===== config.mk =====
export PLATFORM = sky130hd
export DESIGN_NAME = dtf_top
export DESIGN_NICKNAME = d
export VERILOG_FILES = /design/src/rtl/dtf_pkg.sv /design/src/rtl/dtf_avg_if.sv /design/src/rtl/dtf_avg.sv /design/src/rtl/dtf_top.sv
export VERILOG_INCLUDE_DIRS = /design/src /design/src/rtl
export SDC_FILE = /design/constraint.sdc
export NUM_CORES = 1
export LEC_CHECK = 0
export ABC_AREA = 1
export BUFFER_PORTS_ARGS = -buffer_cell sky130_fd_sc_hd__buf_2
export CAP_MARGIN = 0
export CORE_MARGIN = 3
export CORE_UTILIZATION = 50
export DETAILED_ROUTE_END_ITERATION = 7
export GPL_TIMING_DRIVEN = 1
export HOLD_SLACK_MARGIN = 0.06
export PLACE_DENSITY = 0.67
export SYNTH_ARGS = -nofsm -noshare
export SYNTH_HDL_FRONTEND = slang
export SYNTH_HIERARCHICAL = 1
export SYNTH_SLANG_ARGS = --single-unit
export TNS_END_PERCENT = 100

===== constraint.sdc =====
create_clock -name core_clk -period 6.7 [get_ports core_clk]
set_input_delay 1.005 -clock core_clk [delete_from_list [all_inputs] [get_ports core_clk]]
set_output_delay 1.005 -clock core_clk [all_outputs]
set_load 0.02 [all_outputs]

===== src/rtl/dtf_defines.svh =====
// Offsets, field positions, reset values and counts for the diode result formatter
// Function
// - Signed format is twos-complement whole degrees -128..127; -128 marks diode fault.
// - Biased format adds 64 so 0 degrees is 0x40; all-zero marks fault.
// - Results are 10 bits; two quarter-degree bits go to the shared fraction register.
// - Each reported value is the mean of sixteen consecutive measurement cycles.
// - Remote results are kept at full 10-bit width in twos complement.
// - Remote conversion steps bias base/first multiple, then base/second multiple.
// - The channel's signed calibration offset is added to every averaged result before storing.
// - Local temperature whole-degree bits sit in their own value register.
// - Reading fraction first freezes all value registers until each one is read.
// - Each diode offset is an 8-bit twos-complement value added per channel.
// - Configuration bit scales offset LSB to half a degree or one degree.
`ifndef DTF_DEFINES_SVH
`define DTF_DEFINES_SVH

`define DTF_REG_REMOTE1 8'h25
`define DTF_REG_LOCAL 8'h26
`define DTF_REG_REMOTE2 8'h27
`define DTF_REG_FRACTION 8'h77
`define DTF_REG_OFS_REMOTE1 8'h70
`define DTF_REG_OFS_LOCAL 8'h71
`define DTF_REG_OFS_REMOTE2 8'h72
`define DTF_REG_CONFIG 8'h7C
`define DTF_CFG_SCALE_BIT 1
`define DTF_RESET_BYTE 8'h00
`define DTF_UNMAPPED_BYTE 8'h00

`define DTF_AVG_LAST 4'hF
`define DTF_AVG_SHIFT 4
`define DTF_REMOTE_LAST_STEP 2'h3

// Internal value is signed quarter degrees
`define DTF_STORE_MIN 12'shE04
`define DTF_STORE_MAX 12'sh2FF
`define DTF_TWOS_MAX 12'sh1FF
`define DTF_TWOS_FAULT 10'h200
`define DTF_BIAS_ADD 13'sh0100
`define DTF_BIASED_MIN 13'sh0004
`define DTF_BIASED_MAX 13'sh03FF
`define DTF_BIASED_FAULT 10'h000

`endif


===== src/rtl/dtf_pkg.sv =====
// Types shared by the diode result formatter
package dtf_pkg;
    typedef enum logic [1:0] {DTF_BIAS_BASE, DTF_BIAS_FIRST, DTF_BIAS_SECOND} dtf_bias_type;
    typedef enum logic [1:0] {DTF_CH_REMOTE1, DTF_CH_LOCAL, DTF_CH_REMOTE2} dtf_chan_type;
    typedef enum logic [1:0] {DTF_ST_START, DTF_ST_WAIT} dtf_state_type;
endpackage


===== src/rtl/dtf_avg_if.sv =====
// Sample and averaged-result carrier between sequencer and averager
`timescale 1ns/1ps
interface dtf_avg_if;
    logic sample_valid;
    logic [1:0] sample_chan;
    logic [9:0] sample;
    logic result_valid;
    logic [1:0] result_chan;
    logic [9:0] result;
    modport feed (output sample_valid, sample_chan, sample,
                  input result_valid, result_chan, result);
    modport avg (input sample_valid, sample_chan, sample,
                 output result_valid, result_chan, result);
endinterface


===== src/rtl/dtf_avg.sv =====
// Per-channel sixteen-sample averager
`timescale 1ns/1ps
`include "dtf_defines.svh"
module dtf_avg (
    // Clock and reset
    input wire logic core_clk,
    input wire logic rst_b,
    // Samples in, means out
    dtf_avg_if.avg bus
);
    logic [2:0] wrap_w;
    logic [9:0] mean_w [0:2];
    logic rv_q;
    logic [1:0] rch_q;
    logic [9:0] res_q;

    genvar g;
    generate
        for (g = 0; g < 3; g++) begin : g_ch
            logic signed [13:0] acc_q;
            logic [3:0] cnt_q;
            logic hit_w;
            logic [13:0] sum_w;
            assign hit_w = bus.sample_valid && bus.sample_chan == 2'(g);
            assign sum_w = acc_q + {{4{bus.sample[9]}}, bus.sample};
            assign wrap_w[g] = hit_w && cnt_q == `DTF_AVG_LAST;
            // Floor rounding: arithmetic shift of the 16-sample sum
            assign mean_w[g] = sum_w[13:`DTF_AVG_SHIFT];
            always_ff @(posedge core_clk) begin
                if (!rst_b) begin
                    acc_q <= 14'sh0000;
                    cnt_q <= 4'h0;
                end else if (hit_w) begin
                    cnt_q <= cnt_q + 4'h1;
                    acc_q <= wrap_w[g] ? 14'sh0000 : sum_w;
                end
            end

        end
    endgenerate

    always_ff @(posedge core_clk) begin
        if (!rst_b) begin
            rv_q <= 1'b0;
            rch_q <= 2'h0;
            res_q <= 10'h000;
        end else begin
            rv_q <= |wrap_w;
            if (|wrap_w) begin
                rch_q <= bus.sample_chan;
                res_q <= mean_w[bus.sample_chan];
            end
        end
    end

    assign bus.result_valid = rv_q;
    assign bus.result_chan = rch_q;
    assign bus.result = res_q;
endmodule


===== src/rtl/dtf_top.sv =====
// Diode bias sequencer, offset, encoding and value/fraction registers
`timescale 1ns/1ps
`include "dtf_defines.svh"
module dtf_top (
    // Clock and reset
    input wire logic core_clk,
    input wire logic rst_b,
    // Encoding select
    input wire logic fmt_biased,
    // Register port
    input wire logic [7:0] reg_addr,
    input wire logic reg_wr,
    input wire logic reg_rd,
    input wire logic [7:0] reg_wdata,
    output logic [7:0] reg_rdata,
    // Analog bias and ADC front end
    output logic fe_start,
    output logic [1:0] fe_bias,
    output logic [1:0] fe_chan,
    input wire logic fe_done_tgl,
    input wire logic [9:0] fe_data,
    input wire logic fe_fault
);
    dtf_pkg::dtf_state_type st_q;
    dtf_pkg::dtf_chan_type chan_q;
    dtf_pkg::dtf_chan_type next_chan_w;
    dtf_pkg::dtf_bias_type fe_bias_q;
    logic [1:0] step_q;
    logic fe_start_q;
    logic done_s1_q, done_s2_q, done_s3_q;
    logic done_evt_w;
    logic last_w;
    logic push_q;
    logic [9:0] push_data_q;
    logic push_fault_q;
    logic [7:0] ofs_q [0:2];
    logic [7:0] cfg_q;
    logic [2:0] fault_seen_q;
    logic signed [11:0] live_temp_q [0:2];
    logic [2:0] live_fault_q;
    logic signed [11:0] shown_temp_q [0:2];
    logic [2:0] shown_fault_q;
    logic freeze_q;
    logic [2:0] seen_q;
    logic [2:0] seen_d;
    logic [7:0] rdata_q;
    logic [9:0] code_w [0:2];
    logic [7:0] frac_w;
    logic [7:0] rd_mux_w;
    logic rd_frac_w;
    logic [2:0] rd_val_w;
    logic [2:0] wr_ofs_w;
    logic wr_cfg_w;
    logic [1:0] rch_w;
    logic [7:0] rofs_w;
    logic signed [11:0] res_ext_w;
    logic signed [11:0] ofs_scl_w;
    logic signed [11:0] sum_w;
    logic signed [11:0] store_w;
    logic signed [11:0] chk_expect_w;

    dtf_avg_if avg_bus();

    dtf_avg u_avg (
        .core_clk(core_clk),
        .rst_b(rst_b),
        .bus(avg_bus)
    );

    function automatic dtf_pkg::dtf_bias_type bias_of(input dtf_pkg::dtf_chan_type ch,
                                                     input logic [1:0] st);
        if (ch == dtf_pkg::DTF_CH_LOCAL || !st[0])
            return dtf_pkg::DTF_BIAS_BASE;
        return st[1] ? dtf_pkg::DTF_BIAS_SECOND : dtf_pkg::DTF_BIAS_FIRST;
    endfunction

    // Encoding is applied on the read side, so a format change shows at once everywhere
    function automatic logic [9:0] enc(input logic signed [11:0] t, input logic flt,
                                       input logic bsd);
        logic signed [12:0] b;
        b = {t[11], t} + `DTF_BIAS_ADD;
        if (flt)
            return bsd ? `DTF_BIASED_FAULT : `DTF_TWOS_FAULT;
        if (bsd) begin
            if (b < `DTF_BIASED_MIN)
                return 10'(`DTF_BIASED_MIN);
            if (b > `DTF_BIASED_MAX)
                return 10'(`DTF_BIASED_MAX);
            return b[9:0];
        end
        if (t > `DTF_TWOS_MAX)
            return 10'(`DTF_TWOS_MAX);
        return t[9:0];
    endfunction

    // Front-end completion arrives as a toggle from the analog side
    assign done_evt_w = done_s2_q ^ done_s3_q;
    assign last_w = (chan_q == dtf_pkg::DTF_CH_LOCAL) ? (step_q == 2'h0)
                                                      : (step_q == `DTF_REMOTE_LAST_STEP);
    assign next_chan_w = (chan_q == dtf_pkg::DTF_CH_REMOTE1) ? dtf_pkg::DTF_CH_LOCAL :
                         (chan_q == dtf_pkg::DTF_CH_LOCAL) ? dtf_pkg::DTF_CH_REMOTE2 :
                         dtf_pkg::DTF_CH_REMOTE1;

    always_ff @(posedge core_clk) begin
        if (!rst_b) begin
            done_s1_q <= 1'b0;
            done_s2_q <= 1'b0;
            done_s3_q <= 1'b0;
        end else begin
            done_s1_q <= fe_done_tgl;
            done_s2_q <= done_s1_q;
            done_s3_q <= done_s2_q;
        end
    end

    always_ff @(posedge core_clk) begin
        if (!rst_b) begin
            st_q <= dtf_pkg::DTF_ST_START;
            chan_q <= dtf_pkg::DTF_CH_REMOTE1;
            step_q <= 2'h0;
            fe_start_q <= 1'b0;
            fe_bias_q <= dtf_pkg::DTF_BIAS_BASE;
            push_q <= 1'b0;
            push_data_q <= 10'h000;
            push_fault_q <= 1'b0;
        end else begin
            fe_start_q <= 1'b0;
            push_q <= 1'b0;
            case (st_q)
                dtf_pkg::DTF_ST_START: begin
                    fe_start_q <= 1'b1;
                    fe_bias_q <= bias_of(chan_q, step_q);
                    st_q <= dtf_pkg::DTF_ST_WAIT;
                end
                dtf_pkg::DTF_ST_WAIT: begin
                    if (done_evt_w) begin
                        st_q <= dtf_pkg::DTF_ST_START;
                        if (last_w) begin
                            push_q <= 1'b1;
                            push_data_q <= fe_data;
                            push_fault_q <= fe_fault;
                            step_q <= 2'h0;
                            chan_q <= next_chan_w;
                        end else begin
                            step_q <= step_q + 2'h1;
                        end
                    end
                end
                default: st_q <= dtf_pkg::DTF_ST_START;
            endcase
        end
    end

    assign avg_bus.sample_valid = push_q;
    assign avg_bus.sample_chan = chan_q == dtf_pkg::DTF_CH_REMOTE1 ? 2'h2 : chan_q - 2'h1;
    assign avg_bus.sample = push_data_q;

    // Offset path on each averaged result
    assign rch_w = avg_bus.result_chan;
    assign rofs_w = ofs_q[rch_w];
    assign res_ext_w = {{2{avg_bus.result[9]}}, avg_bus.result};
    assign ofs_scl_w = cfg_q[`DTF_CFG_SCALE_BIT] ? {{2{rofs_w[7]}}, rofs_w, 2'b00}
                                                 : {{3{rofs_w[7]}}, rofs_w, 1'b0};
    assign sum_w = res_ext_w + ofs_scl_w;
    // Saturate so a large offset can never forge the fault code
    assign store_w = (sum_w < `DTF_STORE_MIN) ? `DTF_STORE_MIN :
                     (sum_w > `DTF_STORE_MAX) ? `DTF_STORE_MAX : sum_w;

    always_ff @(posedge core_clk) begin
        if (!rst_b) begin
            fault_seen_q <= 3'h0;
            live_fault_q <= 3'h0;
            for (int i = 0; i < 3; i++)
                live_temp_q[i] <= 12'sh000;
        end else begin
            for (int i = 0; i < 3; i++) begin
                if (avg_bus.result_valid && rch_w == 2'(i)) begin
                    live_temp_q[i] <= store_w;
                    live_fault_q[i] <= fault_seen_q[i];
                    fault_seen_q[i] <= 1'b0;
                end
                // Set wins over the window clear
                if (push_q && push_fault_q && avg_bus.sample_chan == 2'(i))
                    fault_seen_q[i] <= 1'b1;
            end
        end
    end

    // Register decode
    assign rd_frac_w = reg_rd && reg_addr == `DTF_REG_FRACTION;
    assign rd_val_w = {reg_rd && reg_addr == `DTF_REG_REMOTE2,
                       reg_rd && reg_addr == `DTF_REG_LOCAL,
                       reg_rd && reg_addr == `DTF_REG_REMOTE1};
    assign wr_ofs_w = {reg_wr && reg_addr == `DTF_REG_OFS_REMOTE2,
                       reg_wr && reg_addr == `DTF_REG_OFS_LOCAL,
                       reg_wr && reg_addr == `DTF_REG_OFS_REMOTE1};
    assign wr_cfg_w = reg_wr && reg_addr == `DTF_REG_CONFIG;
    assign seen_d = seen_q | rd_val_w;

    genvar g;
    generate
        for (g = 0; g < 3; g++) begin : g_code
            assign code_w[g] = enc(shown_temp_q[g], shown_fault_q[g], fmt_biased);
        end
    endgenerate

    assign frac_w = {code_w[1][1:0], code_w[2][1:0], code_w[0][1:0], 2'b00};
    assign rd_mux_w = rd_val_w[0] ? code_w[0][9:2] :
                      rd_val_w[1] ? code_w[1][9:2] :
                      rd_val_w[2] ? code_w[2][9:2] :
                      rd_frac_w ? frac_w :
                      (reg_addr == `DTF_REG_OFS_REMOTE1) ? ofs_q[0] :
                      (reg_addr == `DTF_REG_OFS_LOCAL) ? ofs_q[1] :
                      (reg_addr == `DTF_REG_OFS_REMOTE2) ? ofs_q[2] :
                      (reg_addr == `DTF_REG_CONFIG) ? cfg_q : `DTF_UNMAPPED_BYTE;

    always_ff @(posedge core_clk) begin
        if (!rst_b) begin
            cfg_q <= `DTF_RESET_BYTE;
            rdata_q <= 8'h00;
            for (int i = 0; i < 3; i++)
                ofs_q[i] <= `DTF_RESET_BYTE;
        end else begin
            if (reg_rd)
                rdata_q <= rd_mux_w;
            if (wr_cfg_w)
                cfg_q <= reg_wdata;
            for (int i = 0; i < 3; i++)
                if (wr_ofs_w[i])
                    ofs_q[i] <= reg_wdata;
        end
    end

    // Snapshot shown to host; held from the fraction read until all values are read
    always_ff @(posedge core_clk) begin
        if (!rst_b) begin
            freeze_q <= 1'b0;
            seen_q <= 3'h0;
            shown_fault_q <= 3'h0;
            for (int i = 0; i < 3; i++)
                shown_temp_q[i] <= 12'sh000;
        end else begin
            if (rd_frac_w) begin
                freeze_q <= 1'b1;
                seen_q <= 3'h0;
            end else if (freeze_q) begin
                seen_q <= seen_d;
                if (&seen_d)
                    freeze_q <= 1'b0;
            end
            if (!freeze_q && !rd_frac_w) begin
                shown_fault_q <= live_fault_q;
                for (int i = 0; i < 3; i++)
                    shown_temp_q[i] <= live_temp_q[i];
            end
        end
    end

    assign reg_rdata = rdata_q;
    assign fe_start = fe_start_q;
    assign fe_bias = fe_bias_q;
    assign fe_chan = chan_q;

    assign chk_expect_w = {2'b00, avg_bus.result} + ({{4{ofs_q[0][7]}}, ofs_q[0]} <<< 1);
endmodule

==> flow_summary.json <==
{
  "async_reset_ff_share_pct": 0,
  "p_leak_uw": 0.00645,
  "h-tree-depth": 1,
  "clkTransAtPathRegs_ps": 60,
  "clkLatencyLatePin_ps": 520,
  "die_height_um": 164,
  "antenna_found_initial": 0,
  "die_area_um2": 26900,
  "startpoint_type": "register",
  "post_cts_buffers": 0,
  "drtPass1Iterations": 6,
  "maxCapViolations": 0,
  "synth_area_leaders": "edfxtp_1 (22%), dfxtp_1 (19%), nand2_1 (13%), inv_1 (7.8%), nor2_1 (7.1%)",
  "yosysTopAreaCellShare_pct": 21.6,
  "finalSetupTns_ps": 0,
  "end_kind": "register",
  "worstPathCellList": "nor2_1, inv_1, o221ai_1, inv_1, o21ai_0, ha_1, a21oi_1, nand2_1, nand3_1, nand2_1, nand2_1, nand2_1, inv_1, nand2_4, nor2_8, nor2_1, nor2_1",
  "fmax_mhz": 297,
  "critPathMaxStageDelay_ps": 430,
  "relSlewSlack_pct": 24.5,
  "critPathMaxFanout": 12,
  "clk_root_buffer_cell": "clkbuf_16",
  "critPathKind": "register to register",
  "grt_pass1_wl_um": 51200,
  "dpl.hpwl_um": 23800,
  "clkSinkCount": 209,
  "hold_buffers": 0,
  "slowest_stage": "dfxtp_1",
  "numCtsBuffers": 24,
  "syn_area_per_cell_um2": 7.23,
  "tightestPinTransition_ps": 1130,
  "ant_nets": 0,
  "peakVddDrop_mv": 0.153,
  "cpMostUsedCell": "nand2_1",
  "synth-seq-cells": 209,
  "n_antenna_cell": 0,
  "pin_count": 46,
  "hold_violations": 0,
  "die_w_um": 164,
  "fin_util_pct": 56.5,
  "vias_per_cell": 5.15,
  "synth_area_um2": 12500,
  "totalWireLength_um": 31400,
  "placed_cell_area_um2": 13000,
  "seq_area_frac_synth_pct": 40.7,
  "grt-ovfl-total": 0,
  "initial_core_util_pct": 51.0,
  "power_uw": 2900,
  "synthCells": 1727,
  "worstPathRequired_ps": 7040,
  "path_delay_family": "simple AND/OR/NAND/NOR gates",
  "post-route-period-util_pct": 50.3,
  "synth_cell_types": 51,
  "finClkSkew_ps": 8.68,
  "place_ws_ps": 3360,
  "cts_tree": "done",
  "slew_violations": 0,
  "place.gp.congestion": 0.950,
  "vias": 10900,
  "area_growth_pct": 10.8,
  "port_buffers": 45,
  "synth_ff_type": "dfxtp_1",
  "yosysWarnings": 6,
  "min_period_ps": 3370,
  "drt_iter0_drc": 696,
  "p_per_area_nw_per_um2": 210,
  "stdcell_area_um2": 13800,
  "ctsResizeCount": 0,
  "clockBufferDepth": 3,
  "drive_gt1_share_pct": 7.94,
  "drc": 0,
  "synth_top_cell_by_area": "edfxtp_1",
  "synth_edf_count": 90,
  "core_region_area_um2": 24500,
  "setup_slack_ps": 3330,
  "wl_per_cell_um": 14.9,
  "grtUsageTotal_pct": 23.6,
  "worst-path-buf-inv": 3,
  "grt_start_max_net_pins": 58,
  "grt_pass1_vias": 10300,
  "nets": 1877,
  "fillers": 2307,
  "status": "complete, no violations",
  "cp.arrival_ps": 3710,
  "syn_nets": 1834,
  "placementRows": 57,
  "setup_viol": 0,
  "rsz0062_at_grt": "no",
  "min_path_type": "register to register"
}
## layout make-up
class	count	area, µm²	area share, %
Multi-Input combinational cell	1214	6210	44.9
Sequential cell	209	5080	36.8
Inverter	269	1010	7.30
Clock buffer	29	661	4.78
Tap cell	324	405	2.93
Timing Repair Buffer	52	278	2.01
Clock inverter	15	181	1.31
## report_power, final
group	switching, µW	internal (µW)	leakage (µW)	total, µW
logic	107	48.3	0.00412	156
clock network	541	829	0.000411	1370
registers	18.8	1350	0.00192	1370
total	667	2230	0.00645	2900
## cell families after synthesis
kind of cell / synth area share (%)
AND/OR/NAND/NOR: 31.0
buffers and inverters: 9.56
AO/OA/AOI/OAI: 9.57
flip-flops: 40.7
adder cells (fa/ha/maj): 7.66
XOR/XNOR: 1.47
## cells in the mapped netlist (3+ instances only)
library cell,number
nand3_2,5
nand3b_1,6
xnor2_1,10
nand2_1,434
buf_2,6
o221ai_1,3
nand2_2,5
xor2_1,11
nor3_1,14
nand4_1,20
nand3_1,147
o21bai_1,4
dfxtp_1,119
edfxtp_1,90
buf_6,5
or2_1,4
a21oi_1,109
ha_1,70
clkbuf_1,20
nand2_4,5
nor2_4,7
nor2_2,7
nor2_1,236
o22ai_1,10
o21ai_1,15
fa_1,4
nor4_1,4
inv_1,258
o21ai_0,56
inv_2,11
a31oi_1,3
o211ai_1,6
## path summary, 6_finish.rpt
kind | cells past startpoint | slack, ps | from | endpoint
min | 2 | 410 | done_s1_q | done_s2_q
min reg2reg | 2 | 410 | done_s1_q | done_s2_q
max reg2reg | 17 | 3330 | u_avg/bus.result_chan[1] | live_temp_q[0][16]
max | 17 | 3330 | u_avg/bus.result_chan[1] | live_temp_q[0][16]
## flip-flops by register name, summed over array words and instances (netlist names), 2 cells and up
register,count
fe_bias,2
live_fault_q,3
step_q,2
fe_chan,2
shown_temp_q,33
u_avg/bus.result_chan,2
u_avg/bus.result,10
avg_bus.sample,10
live_temp_q,33
seen_q,3
ofs_q,24
u_avg/g_ch.acc_q,42
cfg_q,8
shown_fault_q,3
fault_seen_q,3
u_avg/g_ch.cnt_q,12
reg_rdata,8
## per-stage QoR
stage               cells  hold slack, ps
floorplan            1727             390
global route         2112             439
global placement     2068             396
CTS                  2112             416
detailed placement   2068             402
finish               2112             411
## worst reg2reg max path, stage by stage, from the launching register on
cell	delay, ps
dfxtp_1	430
nor2_1	370
inv_1	180
o221ai_1	260
inv_1	90
o21ai_0	270
ha_1	350
a21oi_1	260
nand2_1	110
nand3_1	110
nand2_1	60
nand2_1	60
nand2_1	80
inv_1	120
nand2_4	80
nor2_8	140
nor2_1	60
nor2_1	180
## metal layers
metal | up-vias | wire length (µm) | global-route usage (%)
li1 | 5660 | - | -
met1 | 4910 | 14200 | 31.1
met2 | 247 | 14800 | 40.8
met3 | 56 | 1420 | 2.37
met4 | 0 | 979 | 7.80
met5 | - | 0 | 0
## cell usage in the layout (no fill, tap or decap), types with 3 or more instances in the layout
master / Yosys / routed
o21bai_1: 4 / 4
nor2_4: 7 / 7
inv_1: 258 / 258
or2_1: 4 / 4
inv_6: 0 / 4
clkbuf_16: 0 / 25
inv_2: 11 / 11
nand3_2: 5 / 5
nand2_2: 5 / 5
bufinv_16: 0 / 3
edfxtp_1: 90 / 90
o22ai_1: 10 / 10
buf_2: 6 / 45
nand3_1: 147 / 147
o21ai_0: 56 / 55
dfxtp_1: 119 / 119
xnor2_1: 10 / 10
a31oi_1: 3 / 3
buf_4: 2 / 7
ha_1: 70 / 70
o21ai_1: 15 / 15
clkinv_4: 0 / 4
a21oi_1: 109 / 109
nand4_1: 20 / 20
o221ai_1: 3 / 3
nand3b_1: 6 / 6
nor2_2: 7 / 7
xor2_1: 11 / 11
nor4_1: 4 / 4
o211ai_1: 6 / 6
nor3_1: 14 / 14
nor2_1: 236 / 236
nand2_4: 5 / 5
fa_1: 4 / 4
nand2_1: 434 / 434
(Power assumes the default switching activity.)
